<file path="src/design/fsdm_pkg.sv">
// Package for the slave diagnostic framer: sizes, constants and carriers.
// Assumes one 50 MHz clock domain shared by all users.
package fsdm_pkg;
    localparam int FSDM_SLOTS = 16;
    localparam int FSDM_DIAG_LEN = 15;
    localparam logic [3:0] FSDM_LAST_IDX = 4'he;
    localparam logic [7:0] FSDM_NO_MASTER = 8'hff;
    // Arbitrary neutral identification value
    localparam logic [15:0] FSDM_IDENT_DEFAULT = 16'h1234;
    localparam logic [7:0] FSDM_DEV_HDR = 8'h06;
    localparam logic [7:0] FSDM_ID_HDR = 8'h43;
    localparam logic [7:0] FSDM_ZERO_BYTE = 8'h00;
    // Byte 1 bit positions
    localparam int FSDM_S1_OTHER_MASTER = 7;
    localparam int FSDM_S1_PRM_ERR = 6;
    localparam int FSDM_S1_INVALID = 5;
    localparam int FSDM_S1_NOT_SUPP = 4;
    localparam int FSDM_S1_EXT = 3;
    localparam int FSDM_S1_CFG_ERR = 2;
    localparam int FSDM_S1_NOT_READY = 1;
    localparam int FSDM_S1_NO_RESP = 0;
    // Byte 2, byte 3 and byte 8 bit positions
    localparam int FSDM_S2_DEACT = 7;
    localparam int FSDM_S2_SYNC = 5;
    localparam int FSDM_S2_FREEZE = 4;
    localparam int FSDM_S2_ONE = 2;
    localparam int FSDM_S2_ZERO = 1;
    localparam int FSDM_S2_PRM_REQ = 0;
    localparam int FSDM_S3_OVF = 7;
    localparam int FSDM_S8_REMOTE = 0;
    // Display codes
    localparam logic [3:0] FSDM_DISP_OK = 4'h0;
    localparam logic [3:0] FSDM_DISP_MISMATCH = 4'h2;
    localparam logic [3:0] FSDM_DISP_STOPPED = 4'h3;
    localparam logic [3:0] FSDM_DISP_DIAG_A = 4'ha;
    localparam logic [3:0] FSDM_DISP_WRONG_SLOT = 4'hb;
    localparam logic [3:0] FSDM_DISP_DIAG_E = 4'he;

    typedef enum logic [1:0]
    {
        FSDM_IDLE = 2'b00,
        FSDM_SEND = 2'b01,
        FSDM_DONE = 2'b11
    } fsdm_state_t;

    typedef struct packed
    {
        logic prm_from_other;
        logic prm_error;
        logic not_supported;
        logic cfg_error;
        logic not_ready;
        logic no_response;
        logic sync_mode;
        logic freeze_mode;
        logic awaiting_prm;
        logic remote_req;
        logic [7:0] master_addr;
        logic parameterized;
    } fsdm_status_t;

    typedef struct packed
    {
        logic [FSDM_SLOTS-1:0] configured;
        logic [FSDM_SLOTS-1:0] present;
        logic [FSDM_SLOTS-1:0] type_ok;
        logic [FSDM_SLOTS-1:0] failed;
    } fsdm_slots_t;
endpackage

</file>
<file path="src/design/fsdm_top.sv">
// Slave diagnostic framer and mismatch handling of a remote base controller.
// Assumes the link layer hands in a one-cycle read request and consumes
// one diagnostic byte per cycle while diag_valid is high.
// Contract
// Strict mode, wrong module in configured slot: display code 2.
// Controller seated in wrong base slot: display code b.
// Internal diagnostic failures show A or E; never 4,5,6,8,C.
// Module in an unconfigured slot is ignored; operation continues.
// Strict mode mismatch: code 2, base offline, outputs per freeze jumper.
// Network stop: code 3, outputs per freeze jumper, inputs forced off.
// Diagnostic read returns exactly 15 bytes, bit 7 is MSB.
// Byte 1 holds station status 1 flags, bit 5 always 0.
// Byte 2: sync, freeze, constant 1 at bit 2, awaiting parameters.
// Byte 3 bit 7 zero, others reserved.
// Byte 4 parameterizing master address, 255 if none.
// Bytes 5 and 6 carry fixed 16-bit identification.
// Byte 7 is the device header 0x06.
// Byte 8 bit 0 flags remote-port request pending.
// Bytes 11 and 12 are the slot type-mismatch bitmap.
// Byte 13 is the identifier header 0x43.
// Bytes 14 and 15 flag failed or mismatched slots.
// Master counts slave no-response events, continuously during mismatch.
// Master keeps seven presence words, one bit per station. The master model keeps only one presence word.
// Master keeps seven enable words, one bit per station. The master model keeps only one enable word.
// Master flags unread diagnostics until they are read.
// Master status word bits 1, 2, 16: operate, clear, configured. The master model drives bit 1 high, bit 15 on stop and bit 16 when running.
// Ignore mode updates all matching modules, skips mismatched ones.
`timescale 1ns/1ps
module fsdm_top
    import fsdm_pkg::*;
#(
    parameter logic [15:0] IDENT = FSDM_IDENT_DEFAULT
)
(
    input wire logic clk,
    input wire logic rst_n,
    input wire logic diag_req,
    input wire fsdm_status_t status,
    input wire fsdm_slots_t slots,
    input wire logic mismatch_ignore_option,
    input wire logic net_stop,
    input wire logic wrong_base_slot,
    input wire logic diag_fail_a,
    input wire logic diag_fail_e,
    input wire logic freeze_jumper,
    input wire logic [FSDM_SLOTS-1:0] out_data_in,
    input wire logic [FSDM_SLOTS-1:0] in_data_in,
    output logic diag_valid,
    output logic [7:0] diag_byte,
    output logic diag_last,
    output logic [3:0] display_code,
    output logic base_offline,
    output logic [FSDM_SLOTS-1:0] out_data,
    output logic [FSDM_SLOTS-1:0] in_data,
    output logic [FSDM_SLOTS-1:0] slot_update
);
    typedef struct packed
    {
        fsdm_state_t fsm;
        logic [3:0] idx;
        logic valid;
        logic [7:0] byte_out;
        logic last;
        logic [3:0] disp;
        logic offline;
        logic [FSDM_SLOTS-1:0] outs;
        logic [FSDM_SLOTS-1:0] ins;
        logic [FSDM_SLOTS-1:0] upd;
    } fsdm_top_state_t;

    fsdm_top_state_t st;
    fsdm_top_state_t next_st;
    logic [FSDM_SLOTS-1:0] mismatch_map;
    logic [FSDM_SLOTS-1:0] fail_map;
    logic [FSDM_SLOTS-1:0] update_en;
    logic base_mismatch;
    logic strict_offline;
    logic [7:0] frame_byte;

    fsdm_slot_eval u_eval
    (
        .clk(clk),
        .rst_n(rst_n),
        .slots(slots),
        .mismatch_ignore_option(mismatch_ignore_option),
        .mismatch_map(mismatch_map),
        .fail_map(fail_map),
        .update_en(update_en),
        .base_mismatch(base_mismatch)
    );

    assign strict_offline = base_mismatch & ~mismatch_ignore_option;

    // Byte selection for the current index; bytes 9 and 10 stay reserved
    always_comb
    begin
        frame_byte = FSDM_ZERO_BYTE;
        case (st.idx)
            4'h0:
            begin
                frame_byte[FSDM_S1_OTHER_MASTER] = status.prm_from_other;
                frame_byte[FSDM_S1_PRM_ERR] = status.prm_error;
                frame_byte[FSDM_S1_INVALID] = 1'b0;
                frame_byte[FSDM_S1_NOT_SUPP] = status.not_supported;
                frame_byte[FSDM_S1_EXT] = 1'b1;
                frame_byte[FSDM_S1_CFG_ERR] = status.cfg_error | base_mismatch;
                frame_byte[FSDM_S1_NOT_READY] = status.not_ready;
                frame_byte[FSDM_S1_NO_RESP] = status.no_response;
            end
            4'h1:
            begin
                frame_byte[FSDM_S2_DEACT] = 1'b0;
                frame_byte[FSDM_S2_SYNC] = status.sync_mode;
                frame_byte[FSDM_S2_FREEZE] = status.freeze_mode;
                frame_byte[FSDM_S2_ONE] = 1'b1;
                frame_byte[FSDM_S2_ZERO] = 1'b0;
                frame_byte[FSDM_S2_PRM_REQ] = status.awaiting_prm;
            end
            4'h2: frame_byte[FSDM_S3_OVF] = 1'b0;
            4'h3: frame_byte = status.parameterized ? status.master_addr : FSDM_NO_MASTER;
            4'h4: frame_byte = IDENT[15:8];
            4'h5: frame_byte = IDENT[7:0];
            4'h6: frame_byte = FSDM_DEV_HDR;
            4'h7: frame_byte[FSDM_S8_REMOTE] = status.remote_req;
            4'ha: frame_byte = mismatch_map[7:0];
            4'hb: frame_byte = mismatch_map[15:8];
            4'hc: frame_byte = FSDM_ID_HDR;
            4'hd: frame_byte = fail_map[7:0];
            4'he: frame_byte = fail_map[15:8];
            default: frame_byte = FSDM_ZERO_BYTE;
        endcase
    end

    always_comb
    begin
        next_st = st;
        next_st.valid = 1'b0;
        next_st.last = 1'b0;
        next_st.byte_out = FSDM_ZERO_BYTE;
        case (st.fsm)
            FSDM_IDLE:
            begin
                next_st.idx = 4'h0;
                if (diag_req)
                    next_st.fsm = FSDM_SEND;
            end
            FSDM_SEND:
            begin
                // Exactly fifteen bytes, one per cycle
                next_st.valid = 1'b1;
                next_st.byte_out = frame_byte;
                next_st.last = (st.idx == FSDM_LAST_IDX);
                if (st.idx == FSDM_LAST_IDX)
                    next_st.fsm = FSDM_DONE;
                else
                    next_st.idx = st.idx + 4'h1;
            end
            FSDM_DONE:
            begin
                next_st.fsm = FSDM_IDLE;
                next_st.idx = 4'h0;
            end
            default: next_st.fsm = FSDM_IDLE;
        endcase

        // Display priority: seating fault, diag failure, stop, mismatch
        if (wrong_base_slot)
            next_st.disp = FSDM_DISP_WRONG_SLOT;
        else if (diag_fail_a)
            next_st.disp = FSDM_DISP_DIAG_A;
        else if (diag_fail_e)
            next_st.disp = FSDM_DISP_DIAG_E;
        else if (net_stop)
            next_st.disp = FSDM_DISP_STOPPED;
        else if (strict_offline)
            next_st.disp = FSDM_DISP_MISMATCH;
        else
            next_st.disp = FSDM_DISP_OK;

        next_st.offline = strict_offline;
        if (net_stop || strict_offline)
        begin
            // Freeze jumper: hold last outputs, else clear them
            next_st.outs = freeze_jumper ? st.outs : '0;
            next_st.upd = '0;
        end
        else
        begin
            next_st.outs = (out_data_in & update_en) | (st.outs & ~update_en);
            next_st.upd = update_en;
        end
        // Stop forces inputs off rather than holding them
        if (net_stop || strict_offline)
            next_st.ins = '0;
        else
            next_st.ins = (in_data_in & update_en) | (st.ins & ~update_en);
    end

    always_ff @(posedge clk)
    begin
        if (!rst_n)
        begin
            st <= '0;
            st.fsm <= FSDM_IDLE;
        end
        else
            st <= next_st;
    end

    assign diag_valid = st.valid;
    assign diag_byte = st.byte_out;
    assign diag_last = st.last;
    assign display_code = st.disp;
    assign base_offline = st.offline;
    assign out_data = st.outs;
    assign in_data = st.ins;
    assign slot_update = st.upd;

    // Helper: counts bytes of the current frame
    logic [4:0] frame_cnt;
    always_ff @(posedge clk)
    begin
        if (!rst_n)
            frame_cnt <= 5'h00;
        else if (diag_req && st.fsm == FSDM_IDLE)
            frame_cnt <= 5'h00;
        else if (st.valid)
            frame_cnt <= frame_cnt + 5'h01;
    end

    a_frame_length: assert property (@(posedge clk) disable iff (!rst_n)
        diag_req && st.fsm == FSDM_IDLE |=> ##1 diag_valid [*8] ##1 diag_valid [*7] ##1 !diag_valid)
        else $error("diagnostic frame not fifteen bytes");
    a_last_count: assert property (@(posedge clk) disable iff (!rst_n)
        diag_last |-> diag_valid && frame_cnt == 5'h0e)
        else $error("last byte at wrong position");
    a_hdr_dev: assert property (@(posedge clk) disable iff (!rst_n)
        diag_valid && frame_cnt == 5'h06 |-> diag_byte == FSDM_DEV_HDR)
        else $error("device header wrong");
    a_hdr_ident: assert property (@(posedge clk) disable iff (!rst_n)
        diag_valid && frame_cnt == 5'h0c |-> diag_byte == FSDM_ID_HDR)
        else $error("identifier header wrong");
    a_byte2_const: assert property (@(posedge clk) disable iff (!rst_n)
        diag_valid && frame_cnt == 5'h01 |-> diag_byte[2:1] == 2'b10 && !diag_byte[7])
        else $error("byte 2 constants wrong");
    a_byte1_bit5: assert property (@(posedge clk) disable iff (!rst_n)
        diag_valid && frame_cnt == 5'h00 |-> !diag_byte[5] && diag_byte[3])
        else $error("byte 1 fixed bits wrong");
    a_byte3_msb: assert property (@(posedge clk) disable iff (!rst_n)
        diag_valid && frame_cnt == 5'h02 |-> !diag_byte[7])
        else $error("byte 3 msb set");
    a_ident_bytes: assert property (@(posedge clk) disable iff (!rst_n)
        diag_valid && frame_cnt == 5'h04 |=> diag_byte == IDENT[7:0] && $past(diag_byte) == IDENT[15:8])
        else $error("identification bytes wrong");
    a_stop_inputs: assert property (@(posedge clk) disable iff (!rst_n)
        net_stop |=> in_data == '0 && display_code == FSDM_DISP_STOPPED)
        else $error("inputs not forced off on stop");
    a_wrong_slot: assert property (@(posedge clk) disable iff (!rst_n)
        wrong_base_slot |=> display_code == FSDM_DISP_WRONG_SLOT)
        else $error("wrong slot code missing");
    a_legacy_codes: assert property (@(posedge clk) disable iff (!rst_n)
        !(display_code inside {4'h4, 4'h5, 4'h6, 4'h8, 4'hc}))
        else $error("legacy display code shown");
    a_strict_offline: assert property (@(posedge clk) disable iff (!rst_n)
        base_mismatch && !mismatch_ignore_option |=> base_offline && slot_update == '0)
        else $error("strict mismatch did not take base offline");
    a_mismatch_code: assert property (@(posedge clk) disable iff (!rst_n)
        strict_offline && !wrong_base_slot && !diag_fail_a && !diag_fail_e && !net_stop
        |=> display_code == FSDM_DISP_MISMATCH)
        else $error("mismatch code missing");
    a_ignore_update: assert property (@(posedge clk) disable iff (!rst_n)
        mismatch_ignore_option && !net_stop |=> slot_update == $past(update_en) && !base_offline)
        else $error("ignore mode update set wrong");

    c_frame: cover property (@(posedge clk) disable iff (!rst_n) diag_last);
    c_strict: cover property (@(posedge clk) disable iff (!rst_n) base_offline);
    c_ignore: cover property (@(posedge clk) disable iff (!rst_n)
        mismatch_ignore_option && base_mismatch);
    c_stop: cover property (@(posedge clk) disable iff (!rst_n)
        display_code == FSDM_DISP_STOPPED);
endmodule

</file>
<file path="src/design/fsdm_slot_eval.sv">
// Per-slot mismatch evaluation for the base slots.
// Assumes slot inputs are already synchronous to clk.
`timescale 1ns/1ps
module fsdm_slot_eval
    import fsdm_pkg::*;
(
    input wire logic clk,
    input wire logic rst_n,
    input wire fsdm_slots_t slots,
    input wire logic mismatch_ignore_option,
    output logic [FSDM_SLOTS-1:0] mismatch_map,
    output logic [FSDM_SLOTS-1:0] fail_map,
    output logic [FSDM_SLOTS-1:0] update_en,
    output logic base_mismatch
);
    typedef struct packed
    {
        logic [FSDM_SLOTS-1:0] mm;
        logic [FSDM_SLOTS-1:0] fl;
        logic [FSDM_SLOTS-1:0] upd;
        logic any;
    } fsdm_eval_t;

    fsdm_eval_t st;
    fsdm_eval_t next_st;
    logic [FSDM_SLOTS-1:0] raw_mm;

    genvar g;
    generate
        for (g = 0; g < FSDM_SLOTS; g++)
        begin : g_slot
            // Unconfigured slots never mismatch, whatever is inserted
            assign raw_mm[g] = slots.configured[g] & ~(slots.present[g] & slots.type_ok[g]);
        end
    endgenerate

    always_comb
    begin
        next_st = st;
        next_st.mm = raw_mm;
        next_st.fl = raw_mm | (slots.configured & slots.failed);
        next_st.any = |raw_mm;
        // Ignore mode keeps matching slots running; strict mode stops all on any mismatch
        if (mismatch_ignore_option)
            next_st.upd = slots.configured & ~raw_mm;
        else if (|raw_mm)
            next_st.upd = '0;
        else
            next_st.upd = slots.configured;
    end

    always_ff @(posedge clk)
    begin
        if (!rst_n)
            st <= '0;
        else
            st <= next_st;
    end

    assign mismatch_map = st.mm;
    assign fail_map = st.fl;
    assign update_en = st.upd;
    assign base_mismatch = st.any;
endmodule

</file>
<file path="config.mk">
export PLATFORM = sky130hd
export DESIGN_NAME = fsdm_top
export DESIGN_NICKNAME = d
export VERILOG_FILES = /design/src/design/fsdm_pkg.sv /design/src/design/fsdm_top.sv /design/src/design/fsdm_slot_eval.sv
export SDC_FILE = /design/constraint.sdc
export NUM_CORES = 1
export LEC_CHECK = 0
export ABC_AREA = 1
export BUFFER_PORTS_ARGS = -buffer_cell sky130_fd_sc_hd__buf_2
export CORE_MARGIN = 2
export CORE_UTILIZATION = 26
export DETAILED_ROUTE_END_ITERATION = 12
export PLACE_DENSITY_LB_ADDON = 0.12
export SYNTH_ARGS = -nofsm -noshare
export SYNTH_HDL_FRONTEND = slang
export SYNTH_SLANG_ARGS = --single-unit
</file>
<file path="constraint.sdc">
create_clock -name clk -period 1.66 [get_ports clk]
set_clock_uncertainty 0.1 [all_clocks]
set_input_delay 0.332 -clock clk [delete_from_list [all_inputs] [get_ports clk]]
set_output_delay 0.332 -clock clk [all_outputs]
set_load 0.005 [all_outputs]
</file>
# --- After elaboration in Yosys (flattened, before gate mapping) ---
# Cells that the tools add are included.
totals:
  reg_bits: 118
  in_bits: 124
  output_inout_bits: 63
op_classes:
  n_mux: 22
  n_eq_ne: 17
  n_reduce_logical: 13
  bitwise_logic: 63
  add_sub_neg: 1
op_table:
  columns: ["operator", "n"]
  rows:
  - ["$and 16x16->16", 6]
  - ["$mux 16", 4]
  - ["$or 16x16->16", 3]
  - ["$pmux 2 s9", 2]
  - ["$and 1x1->1", 33]
  - ["$not 16->16", 2]
  - ["$eq 4x4->1 const B", 5]
  - ["$not 1->1", 18]
  - ["$eq 4x3->1 const B", 4]
  - ["$mux 4", 4]
  - ["$reduce_or 16->1", 1]
  - ["$pmux 1 s6", 2]
  - ["$mux 10", 1]
  - ["$pmux 1 s9", 1]
  - ["$mux 2", 4]
  - ["$mux 8", 1]
  - ["$ne 2x2->1 const B", 4]
  - ["$pmux 4 s2", 1]
  - ["$reduce_or 2->1", 4]
  - ["$pmux 1 s7", 1]
  - ["$reduce_and 2->1", 3]
  - ["$add 4x1->4 const B", 1]
  - ["$eq 4x1->1 const B", 1]
  - ["$eq 4x2->1 const B", 1]
  - ["other kinds (9)", 9]

# --- Depth between registers and ports, before layout ---
# Gate-level depths: netlist of the first run.
logic_depth:
  depth_word: 7
  ltp_mapped: 10
  mapped_depth_nobuf: 10

# --- Modules after synthesis ---
# A second synthesis of the first run with hierarchy kept.
hier_totals:
  hier_cells: 693
  hier_area_um2: 5136.2
modules_own_cells:
  columns: ["module", "n_inst", "cells_each", "seq_area_each_um2", "area_each_um2"]
  rows:
  - ["fsdm_top", 1, 485, 1381.3, 3445.8]
  - ["fsdm_slot_eval", 1, 208, 980.9, 1690.4]

# --- Least setup slack after synthesis of the first run ---
# OpenSTA, ideal clock, no wires.
synth_path:
  path_kind: "reg-to-reg"
  startpoint: "register st[63] (netlist bit)"
  endpoint: "register st[65] (netlist bit)"
  stages_incl_launch_ff: 9
  n_path_buf: 0
  setup_time_ps: 119
  required_time_ps: 1441
  period_less_slack_ps: 1419
  slack_ps: 241
  arrival_time_ps: 1201
  cell_sequence: "dfxtp_1 > inv_1 > ha_1 > nand3_1 > nand2_1 > o21ai_2 > nand2_1 > xor2_1 > nor2_1"
synth_between:
  elab_chain_len: 3
synth_lines:
  columns: ["element", "line", "text"]
  rows:
  - ["start: declaration", "fsdm_top.sv:71", "fsdm_top_state_t st;"]
  - ["start signal: assignment", "fsdm_top.sv:207", "st <= next_st;"]
  - ["$add 4x1->4 / $eq 4x4->1 (equally long branches)", "fsdm_top.sv:156, fsdm_top.sv:153", null]
  - ["$mux 4 / $ne 2x2->1 (equally long branches)", null, null]
  - ["$pmux 4 s2 / $reduce_and 2->1 (equally long branches)", null, null]
# Several ways; a longest one is shown, not always the timed one. The select of a mux whose other input is x is not followed.
# A chain may end at the register's enable or synchronous reset.

# --- Worst setup path after layout of the first run ---
layout_path:
  startpoint: "register st[63] (netlist bit)"
  endpoint: "register st (netlist bit diag_byte[1])"
layout_between:
  elab_chain_len: 3
layout_lines:
  columns: ["element", "line", "text"]
  rows:
  - ["$eq 4x4->1 (tied with other cells)", "fsdm_top.sv:98", "case (st.idx)"]
  - ["$reduce_or 2->1 (no source line)", null, null]
  - ["$pmux 2 s9 *", "fsdm_top.sv:98", null]
# Mark *: on every way between the ends. The rest lies on a longest branch, timed or not.

==> impl_metrics.env, run 1 <==
export IMPL_worstSetupPathType="reg -> reg"
export IMPL_r2r_end="diag_byte[1]"
export IMPL_grt_use_met3=0.0389
export IMPL_leakage_nw=3.29
export IMPL_r2r_start="st[63]"
export IMPL_io_pins=187
export IMPL_setup_violations=0
export IMPL_synth_compound_area_share=0.105
export IMPL_min_path_cells=3
export IMPL_overflow=0
export IMPL_seqCellArea_sq_mm=0.00236
export IMPL_cts_max_level=4
export IMPL_cp_required_ns=1.86
export IMPL_drt_initial_drc_count=194
export IMPL_vias=4590
export IMPL_totalWireLength_microns=14900
export IMPL_syn_to_final_growth_pct=33.3
export IMPL_avgRoutedWirePerCell_microns=13.4
export IMPL_final_cells=1114
export IMPL_path_max_fanout=4
export IMPL_gp_congestion=0.866
export IMPL_reg2reg_depth=10
export IMPL_grt_use_met1=0.186
export IMPL_cp_end_kind="flip-flop"
export IMPL_cp_arrival_ns=1.78
export IMPL_synth_cell_type_count=26
export IMPL_hpwl_microns=11700
export IMPL_worstHoldStart="slots[0]"
export IMPL_die_h_microns=143
export IMPL_fillerInstances=2119
export IMPL_grtUsageMet2=0.237
export IMPL_grt_usage=0.147
export IMPL_tns_ns=0
export IMPL_reg2reg_slack_ns=0.08
export IMPL_place_ws_ns=-0.0589
export IMPL_clk_latency_ns=0.41
export IMPL_drt_first_pass_iters=4
export IMPL_grt_max_degree=42
export IMPL_syn_area_sq_mm=0.00504
export IMPL_peakVddDrop_uv=705
export IMPL_tightest_slew_ns=0.605
export IMPL_p_per_area_mw_per_mm2=1180
export IMPL_synth_top_family_by_area="simple AND/OR/NAND/NOR gates"
export IMPL_routed_via_density=4.12
export IMPL_synth_cells=674
export IMPL_finalHoldViolCount=0
export IMPL_clock_sinks=118
export IMPL_max_slew_margin=0.596
export IMPL_post_cts_setup_buffers=0
export IMPL_yosys_warnings=0
export IMPL_die_area_sq_mm=0.0205
export IMPL_core_area_sq_mm=0.0189
export IMPL_cts_root_buf="clkbuf_16"
export IMPL_cts_tree="yes"
export IMPL_ys_ff_latch=118
export IMPL_synth_simple_gate_area_share=0.242
export IMPL_setup_slack_ns=0.0844
export IMPL_start_kind="flip-flop"
export IMPL_slew_viol_final=0
export IMPL_status="finished clean"
export IMPL_whs_endpoint="u_eval.fail_map[0]"
export IMPL_period_share=0.949
export IMPL_syn_avg_cell_area_sq_um=7.48
export IMPL_yosys_mux_area_fraction=0.0179
export IMPL_final_layout_size_suffix_gt1_frac=0.314
export IMPL_min_path_type="in -> reg"
export IMPL_die_x_microns=143
export IMPL_initial_core_util=0.267
export IMPL_dp_cells=1081
export IMPL_std_cell_rows=50
export IMPL_fin_nets=972
export IMPL_drcViolationCount=0
export IMPL_grt_pass1_wl_microns=22500
export IMPL_synth_xor_area_frac=0.00174
export IMPL_top_usage_layer="met2"
export IMPL_dpl_cell_area_sq_mm=0.00606
export IMPL_io_buffers=186
export IMPL_layout_common_cells="buf_2, nand2_1, dfxtp_1"
export IMPL_clock_fmax_ghz=0.635
export IMPL_antenna_found_initial=1
export IMPL_final_util=0.356
export IMPL_final_common_cell="buf_2"
export IMPL_ant_nets=0
export IMPL_grt_pass1_vias=4452
export IMPL_synth_nets=804
export IMPL_seq_area_frac_synth=0.468
export IMPL_maxCapViolCount=0
export IMPL_rsz0062_at_grt="yes"
export IMPL_antenna_cells=0
export IMPL_cts_buffer_depth=2
export IMPL_period_needed_ns=1.58
export IMPL_yosys_area_share_adder=0.0149
export IMPL_multi_input_area_sq_mm=0.00195
export IMPL_stdcell_area_sq_mm=0.00672
export IMPL_path_clk_slew_ns=0.05
export IMPL_cts_buffers=17
==> Yosys cell counts <==
cell type	n	area, sq um
inv_1	61	229
or2_1	1	6.26
nand4_1	2	12.5
nor2_2	5	31.3
o21bai_1	17	128
a22oi_1	1	7.51
dfxtp_1	118	2360
buf_4	60	450
xor2_1	1	8.76
o21ai_0	29	145
a21oi_1	36	180
a21oi_4	1	16.3
ha_1	6	75.1
o2bb2ai_1	1	8.76
mux2i_1	9	90.1
nand3_1	26	130
o21ai_2	1	8.76
nand3b_1	1	7.51
nand2_1	160	601
nor2_1	109	409
inv_2	2	7.51
nor3_1	5	25.0
a31oi_1	1	6.26
o21ai_1	6	30.0
clkbuf_1	7	26.3
buf_2	8	40.0
==> timing repair <==
item / 4_1_cts / 5_1_grt
setup endpoints to repair: 3 / 14
hold buffers: 2 / 0
endpoints found under the hold margin: 1 / 0
pin swaps: 0 / 1
resized for setup: 1 / 9
==> logic make-up (layout without fill, tap and decap cells) <==
kind of cell | after synthesis | after routing
AND/OR/NAND/NOR | 309 | 309
adder cells (fa/ha/maj) | 6 | 6
XOR/XNOR | 1 | 1
buffers and inverters | 138 | 318
multiplexers | 9 | 9
flip-flops | 118 | 118
AO/OA/AOI/OAI | 93 | 93
==> critical path, stage by stage, from the launching register on <==
cell      delay [ns]
dfxtp_2         0.35
inv_1           0.08
ha_2            0.22
inv_1           0.09
nor2_4          0.05
buf_4           0.14
nand2_1         0.06
nand2_1         0.06
nand3b_1        0.16
nor2_1          0.09
nor2_1          0.05
==> report_power, final <==
part           internal, mW  switching (mW)
sequential             2.98          0.0632
clock                  2.47            1.33
combinational         0.447           0.610
total                  5.90            2.01
==> per-layer routing <==
layer  up-vias  share of wire
li1       2390              -
met1      2044           0.47
met2       132           0.45
met3        22          0.058
met4         2          0.020
met5         -        0.00087
==> stage by stage <==
| step | hold slack [ns] | total power, mW |
|---|---|---|
| 6_report | 0.0289 | 7.91 |
| 5_1_grt | 0.0472 | 8.31 |
| 4_1_cts | 0.0101 | 8.01 |
| 3_5_place_dp | 0.348 | 4.15 |
| 3_3_place_gp | 0.351 | 4.16 |
| 2_1_floorplan | 0.308 | 3.72 |
==> area by class of cell <==
class / count / area share
clock buffer: 20 / 0.0694
clock inverter: 11 / 0.0221
inverter: 63 / 0.0352
multi-input combinational: 418 / 0.290
sequential: 118 / 0.352
tap: 260 / 0.0484
timing repair buffer: 224 / 0.183
==> worst max-delay path by stage <==
stage | startpoint | end | slack (ns) | cells after the start
floorplan | st[63] | st[65] | 0.24 | 8
global placement | slots[46] | u_eval.update_en[5] | -0.06 | 9
detailed placement | slots[33] | u_eval.update_en[15] | -0.06 | 9
CTS | st[63] | st[65] | -0.006 | 8
global route | st[63] | diag_byte[1] | -0.03 | 10
finish | st[63] | diag_byte[1] | 0.08 | 10
No activity file was read; power rests on OpenSTA's default activity.
==> inputs of run 2 (changes only) <==
- CTS_BUF_LIST: not set -> sky130_fd_sc_hd__clkbuf_8
==> impl_metrics.env, run 2 (synthesized netlist as in run 1, its figures left out) <==
export IMPL_status="finished clean"
export IMPL_post_cts_setup_buffers=0
export IMPL_finalHoldViolCount=0
export IMPL_core_area_sq_mm=0.0189
export IMPL_ant_nets=0
export IMPL_clock_sinks=118
export IMPL_fin_nets=978
export IMPL_cts_max_level=4
export IMPL_period_share=0.946
export IMPL_cts_buffer_depth=2
export IMPL_die_h_microns=143
export IMPL_final_layout_size_suffix_gt1_frac=0.312
export IMPL_setup_slack_ns=0.0890
export IMPL_setup_violations=0
export IMPL_cp_required_ns=1.88
export IMPL_cp_arrival_ns=1.79
export IMPL_drt_first_pass_iters=4
export IMPL_antenna_found_initial=1
export IMPL_holdWs_ns=0.0325
export IMPL_path_max_fanout=4
export IMPL_leakage_nw=3.23
export IMPL_totalWireLength_microns=14800
export IMPL_cts_root_buf="clkbuf_8"
export IMPL_tightest_slew_ns=0.613
export IMPL_period_needed_ns=1.57
export IMPL_dpl_cell_area_sq_mm=0.00606
export IMPL_max_slew_margin=0.591
export IMPL_grt_pass1_vias=4435
export IMPL_die_area_sq_mm=0.0205
export IMPL_grt_max_degree=42
export IMPL_place_ws_ns=-0.0589
export IMPL_io_buffers=186
export IMPL_hpwl_microns=11700
export IMPL_final_cells=1120
export IMPL_clock_fmax_ghz=0.637
export IMPL_drcViolationCount=0
export IMPL_grt_pass1_wl_microns=22500
export IMPL_final_common_cell="buf_2"
export IMPL_antenna_cells=0
export IMPL_grt_usage=0.147
export IMPL_gp_congestion=0.866
export IMPL_rsz0062_at_grt="yes"
export IMPL_stdcell_area_sq_mm=0.00659
export IMPL_maxCapViolCount=0
export IMPL_routed_via_density=4.12
export IMPL_cts_buffers=17
export IMPL_syn_to_final_growth_pct=30.7
export IMPL_io_pins=187
export IMPL_dp_cells=1081
export IMPL_std_cell_rows=50
export IMPL_cp_end_kind="flip-flop"
export IMPL_initial_core_util=0.267
export IMPL_drt_initial_drc_count=201
export IMPL_start_kind="flip-flop"
export IMPL_p_per_area_mw_per_mm2=1050
export IMPL_overflow=0
export IMPL_path_clk_slew_ns=0.07
export IMPL_min_path_type="in -> reg"
export IMPL_layout_common_cells="buf_2, nand2_1, dfxtp_1"
export IMPL_worstSetupPathType="reg -> reg"
export IMPL_slew_viol_final=0
export IMPL_tns_ns=0
export IMPL_die_x_microns=143
export IMPL_vias=4614
export IMPL_avgRoutedWirePerCell_microns=13.2
export IMPL_clk_latency_ns=0.43
export IMPL_peakVddDrop_uv=513
export IMPL_cts_tree="yes"
## run 2: what timing repair did
item / in CTS / in global routing
hold buffers: 8 / 0
gates resized for setup: 1 / 9
endpoints found under the hold margin: 7 / 0
cloned: 0 / 0
setup endpoints to repair: 2 / 14
## run 2: final timing paths
path	start	to	cells after the start	slack (ns)
max	st[63]	diag_byte[1]	10	0.09
min reg2reg	out_data[13]	out_data[13]	2	0.36
max reg2reg	st[63]	diag_byte[1]	10	0.09
min	slots[12]	u_eval.fail_map[12]	3	0.03
## run 2: cell type report
type | instances | area [sq um]
Fill cell | 2131 | 12300
Sequential cell | 118 | 2360
Multi-Input combinational cell | 418 | 1950
Timing Repair Buffer | 230 | 1290
Tap cell | 260 | 325
Clock buffer | 20 | 275
Inverter | 63 | 236
Clock inverter | 11 | 149
## run 2: metal layers
layer,track usage,vias up,wire (microns)
li1,-,2399,-
met1,0.185,2043,6900
met2,0.237,152,6740
met3,0.0459,18,969
met4,0.0501,2,205
met5,0,-,13
## run 2: report_power, final
group	internal, mW	total, mW	switching, mW
clock network	1.60	2.79	1.19
registers	2.98	3.04	0.0632
logic	0.455	1.06	0.607
## run 2: worst max-delay path, stage by stage, from the launching register on
cell and delay, ns:
dfxtp_2 0.36, inv_1 0.08, ha_2 0.22, inv_1 0.09
nor2_4 0.05, buf_4 0.14, nand2_1 0.06, nand2_1 0.06
nand3b_1 0.16, nor2_1 0.09, nor2_1 0.05
## run 2: per-stage QoR
step | utilization | power, mW
2_1_floorplan | - | 3.72
3_3_place_gp | 0.321 | 4.16
3_5_place_dp | 0.321 | 4.15
4_1_cts | 0.348 | 7.01
5_1_grt | 0.349 | 7.31
6_report | 0.349 | 6.90
==> inputs of run 3 (changes only) <==
- CORE_MARGIN: 2 -> 4
- TNS_END_PERCENT: not set -> 50
==> impl_metrics.env, run 3 (synthesized netlist as in run 1, its figures left out) <==
export IMPL_cts_max_level=4
export IMPL_ant_nets=0
export IMPL_cts_buffers=17
export IMPL_max_slew_margin=0.564
export IMPL_routed_via_density=4.04
export IMPL_grt_pass1_wl_microns=23300
export IMPL_die_x_microns=147
export IMPL_min_path_cells=3
export IMPL_antenna_found_initial=1
export IMPL_grt_usage=0.139
export IMPL_initial_core_util=0.267
export IMPL_r2r_start="st[63]"
export IMPL_hpwl_microns=12000
export IMPL_drt_initial_drc_count=195
export IMPL_maxCapViolCount=0
export IMPL_tns_ns=0
export IMPL_cp_required_ns=1.89
export IMPL_cp_end_kind="flip-flop"
export IMPL_io_buffers=186
export IMPL_avgRoutedWirePerCell_microns=13.3
export IMPL_finalHoldViolCount=0
export IMPL_setup_violations=0
export IMPL_worstSetupPathType="reg -> reg"
export IMPL_final_common_cell="buf_2"
export IMPL_setup_slack_ns=0.105
export IMPL_tightest_slew_ns=0.654
export IMPL_clockPowerShare=0.427
export IMPL_period_share=0.937
export IMPL_clock_sinks=118
export IMPL_drt_first_pass_iters=4
export IMPL_path_max_fanout=4
export IMPL_swShare=0.261
export IMPL_slew_viol_final=0
export IMPL_status="finished clean"
export IMPL_start_kind="flip-flop"
export IMPL_io_pins=187
export IMPL_leakage_nw=3.32
export IMPL_grt_max_degree=42
export IMPL_std_cell_rows=50
export IMPL_fin_nets=994
export IMPL_power_frac_seq=0.422
export IMPL_rsz0062_at_grt="yes"
export IMPL_die_area_sq_mm=0.0217
export IMPL_overflow=0
export IMPL_totalWireLength_microns=15200
export IMPL_cts_buffer_depth=2
export IMPL_p_sw_mw=1.89
export IMPL_drcViolationCount=0
export IMPL_cpPeakStageDelay_ns=0.36
export IMPL_gp_congestion=0.784
export IMPL_peakVddDrop_uv=499
export IMPL_final_layout_size_suffix_gt1_frac=0.314
export IMPL_syn_to_final_growth_pct=34.8
export IMPL_period_needed_ns=1.56
export IMPL_vias=4593
export IMPL_min_path_type="in -> reg"
export IMPL_cts_tree="yes"
export IMPL_antenna_cells=0
export IMPL_worstHoldStart="slots[1]"
export IMPL_p_per_area_mw_per_mm2=1060
export IMPL_whs_endpoint="u_eval.fail_map[1]"
export IMPL_clock_fmax_ghz=0.643
export IMPL_layout_common_cells="buf_2, nand2_1, dfxtp_1"
export IMPL_die_h_microns=147
export IMPL_path_clk_slew_ns=0.07
export IMPL_cts_root_buf="clkbuf_8"
export IMPL_slowest_stage="dfxtp_2"
export IMPL_core_area_sq_mm=0.0189
export IMPL_fillerInstances=2140
export IMPL_reg2reg_slack_ns=0.10
export IMPL_internal_power_mw=5.33
export IMPL_comb_power_share=0.152
export IMPL_path_cells="inv_1, ha_2, inv_1, nor2_4, buf_4, nand2_1, nand2_1, nand3b_1, nor2_1, nor2_1"
export IMPL_grt_pass1_vias=4483
export IMPL_place_ws_ns=-0.119
export IMPL_reg2reg_depth=10
export IMPL_clk_latency_ns=0.43
export IMPL_cp_arrival_ns=1.79
export IMPL_r2r_end="diag_byte[1]"
run 3: cell count changes in the layout (fill, tap and decap cells not counted), sizes merged:
cell,delta
bufinv,+2
dlygate4sd3,+11
buf,+5
clkbuf,-1
run 3: how the worst max path moves through the flow:
stage,start,to
2_1_floorplan,st[63],st[65]
3_3_place_gp,slots[41],u_eval.update_en[4]
3_5_place_dp,slots[41],u_eval.update_en[2]
4_1_cts,st[63],st[65]
5_1_grt,st[63],diag_byte[1]
6_report,st[63],diag_byte[1]
run 3: final cells by class:
class / instances / area, sq um / share of cell area
clock buffer: 19 / 262 / 0.0385
inverter: 63 / 236 / 0.0348
clock inverter: 13 / 204 / 0.0300
multi-input combinational: 418 / 1950 / 0.287
timing repair buffer: 246 / 1450 / 0.214
tap: 260 / 325 / 0.0478
sequential: 118 / 2360 / 0.348
run 3: worst max-delay path: cells and delay by family, from the launching register on:
kind                     cells  cell delay (ns)
AND/OR/NAND/NOR              6             0.46
flip-flops                   1             0.36
buffers and inverters        3             0.32
adder cells (fa/ha/maj)      1             0.22
run 3: metal layers:
metal / wire (microns) / vias to the layer above / global-route usage / part of all wire
met4: 185 / 2 / 0.0391 / 0.012
met1: 7170 / 2000 / 0.182 / 0.47
met3: 1000 / 15 / 0.0506 / 0.066
met5: 13 / - / 0 / 0.00086
met2: 6790 / 143 / 0.216 / 0.45
li1: - / 2433 / - / -
run 3: power by group through the flow:
stage	sequential, mW	combinational [mW]	clock [mW]
final	3.04	1.10	3.08
after global placement	3.11	1.08	0
after detailed placement	3.11	1.06	0
after global routing	3.06	1.25	3.32
after CTS	3.04	1.09	3.19
after floorplan	3.08	0.635	0
run 3: repair_timing:
item                                   CTS  global route
hold buffers                            16             3
setup endpoints to repair                2            12
buffers inserted                         0             1
gates resized for setup                  1             9
endpoints found under the hold margin   15             3
pin swaps                                0             1
cloned                                   0             0
run 3: stage by stage:
step           std cells  cell area [sq um]  hold WS [ns]  power (mW)   util
2_1_floorplan        674               5040         0.308        3.72      -
3_3_place_gp        1085               6110         0.349        4.18  0.323
3_5_place_dp        1085               6110         0.352        4.17  0.323
4_1_cts             1133               6740      0.000812        7.32  0.356
5_1_grt             1137               6800       0.00291        7.63  0.360
6_report            1137               6800        0.0259        7.22  0.360
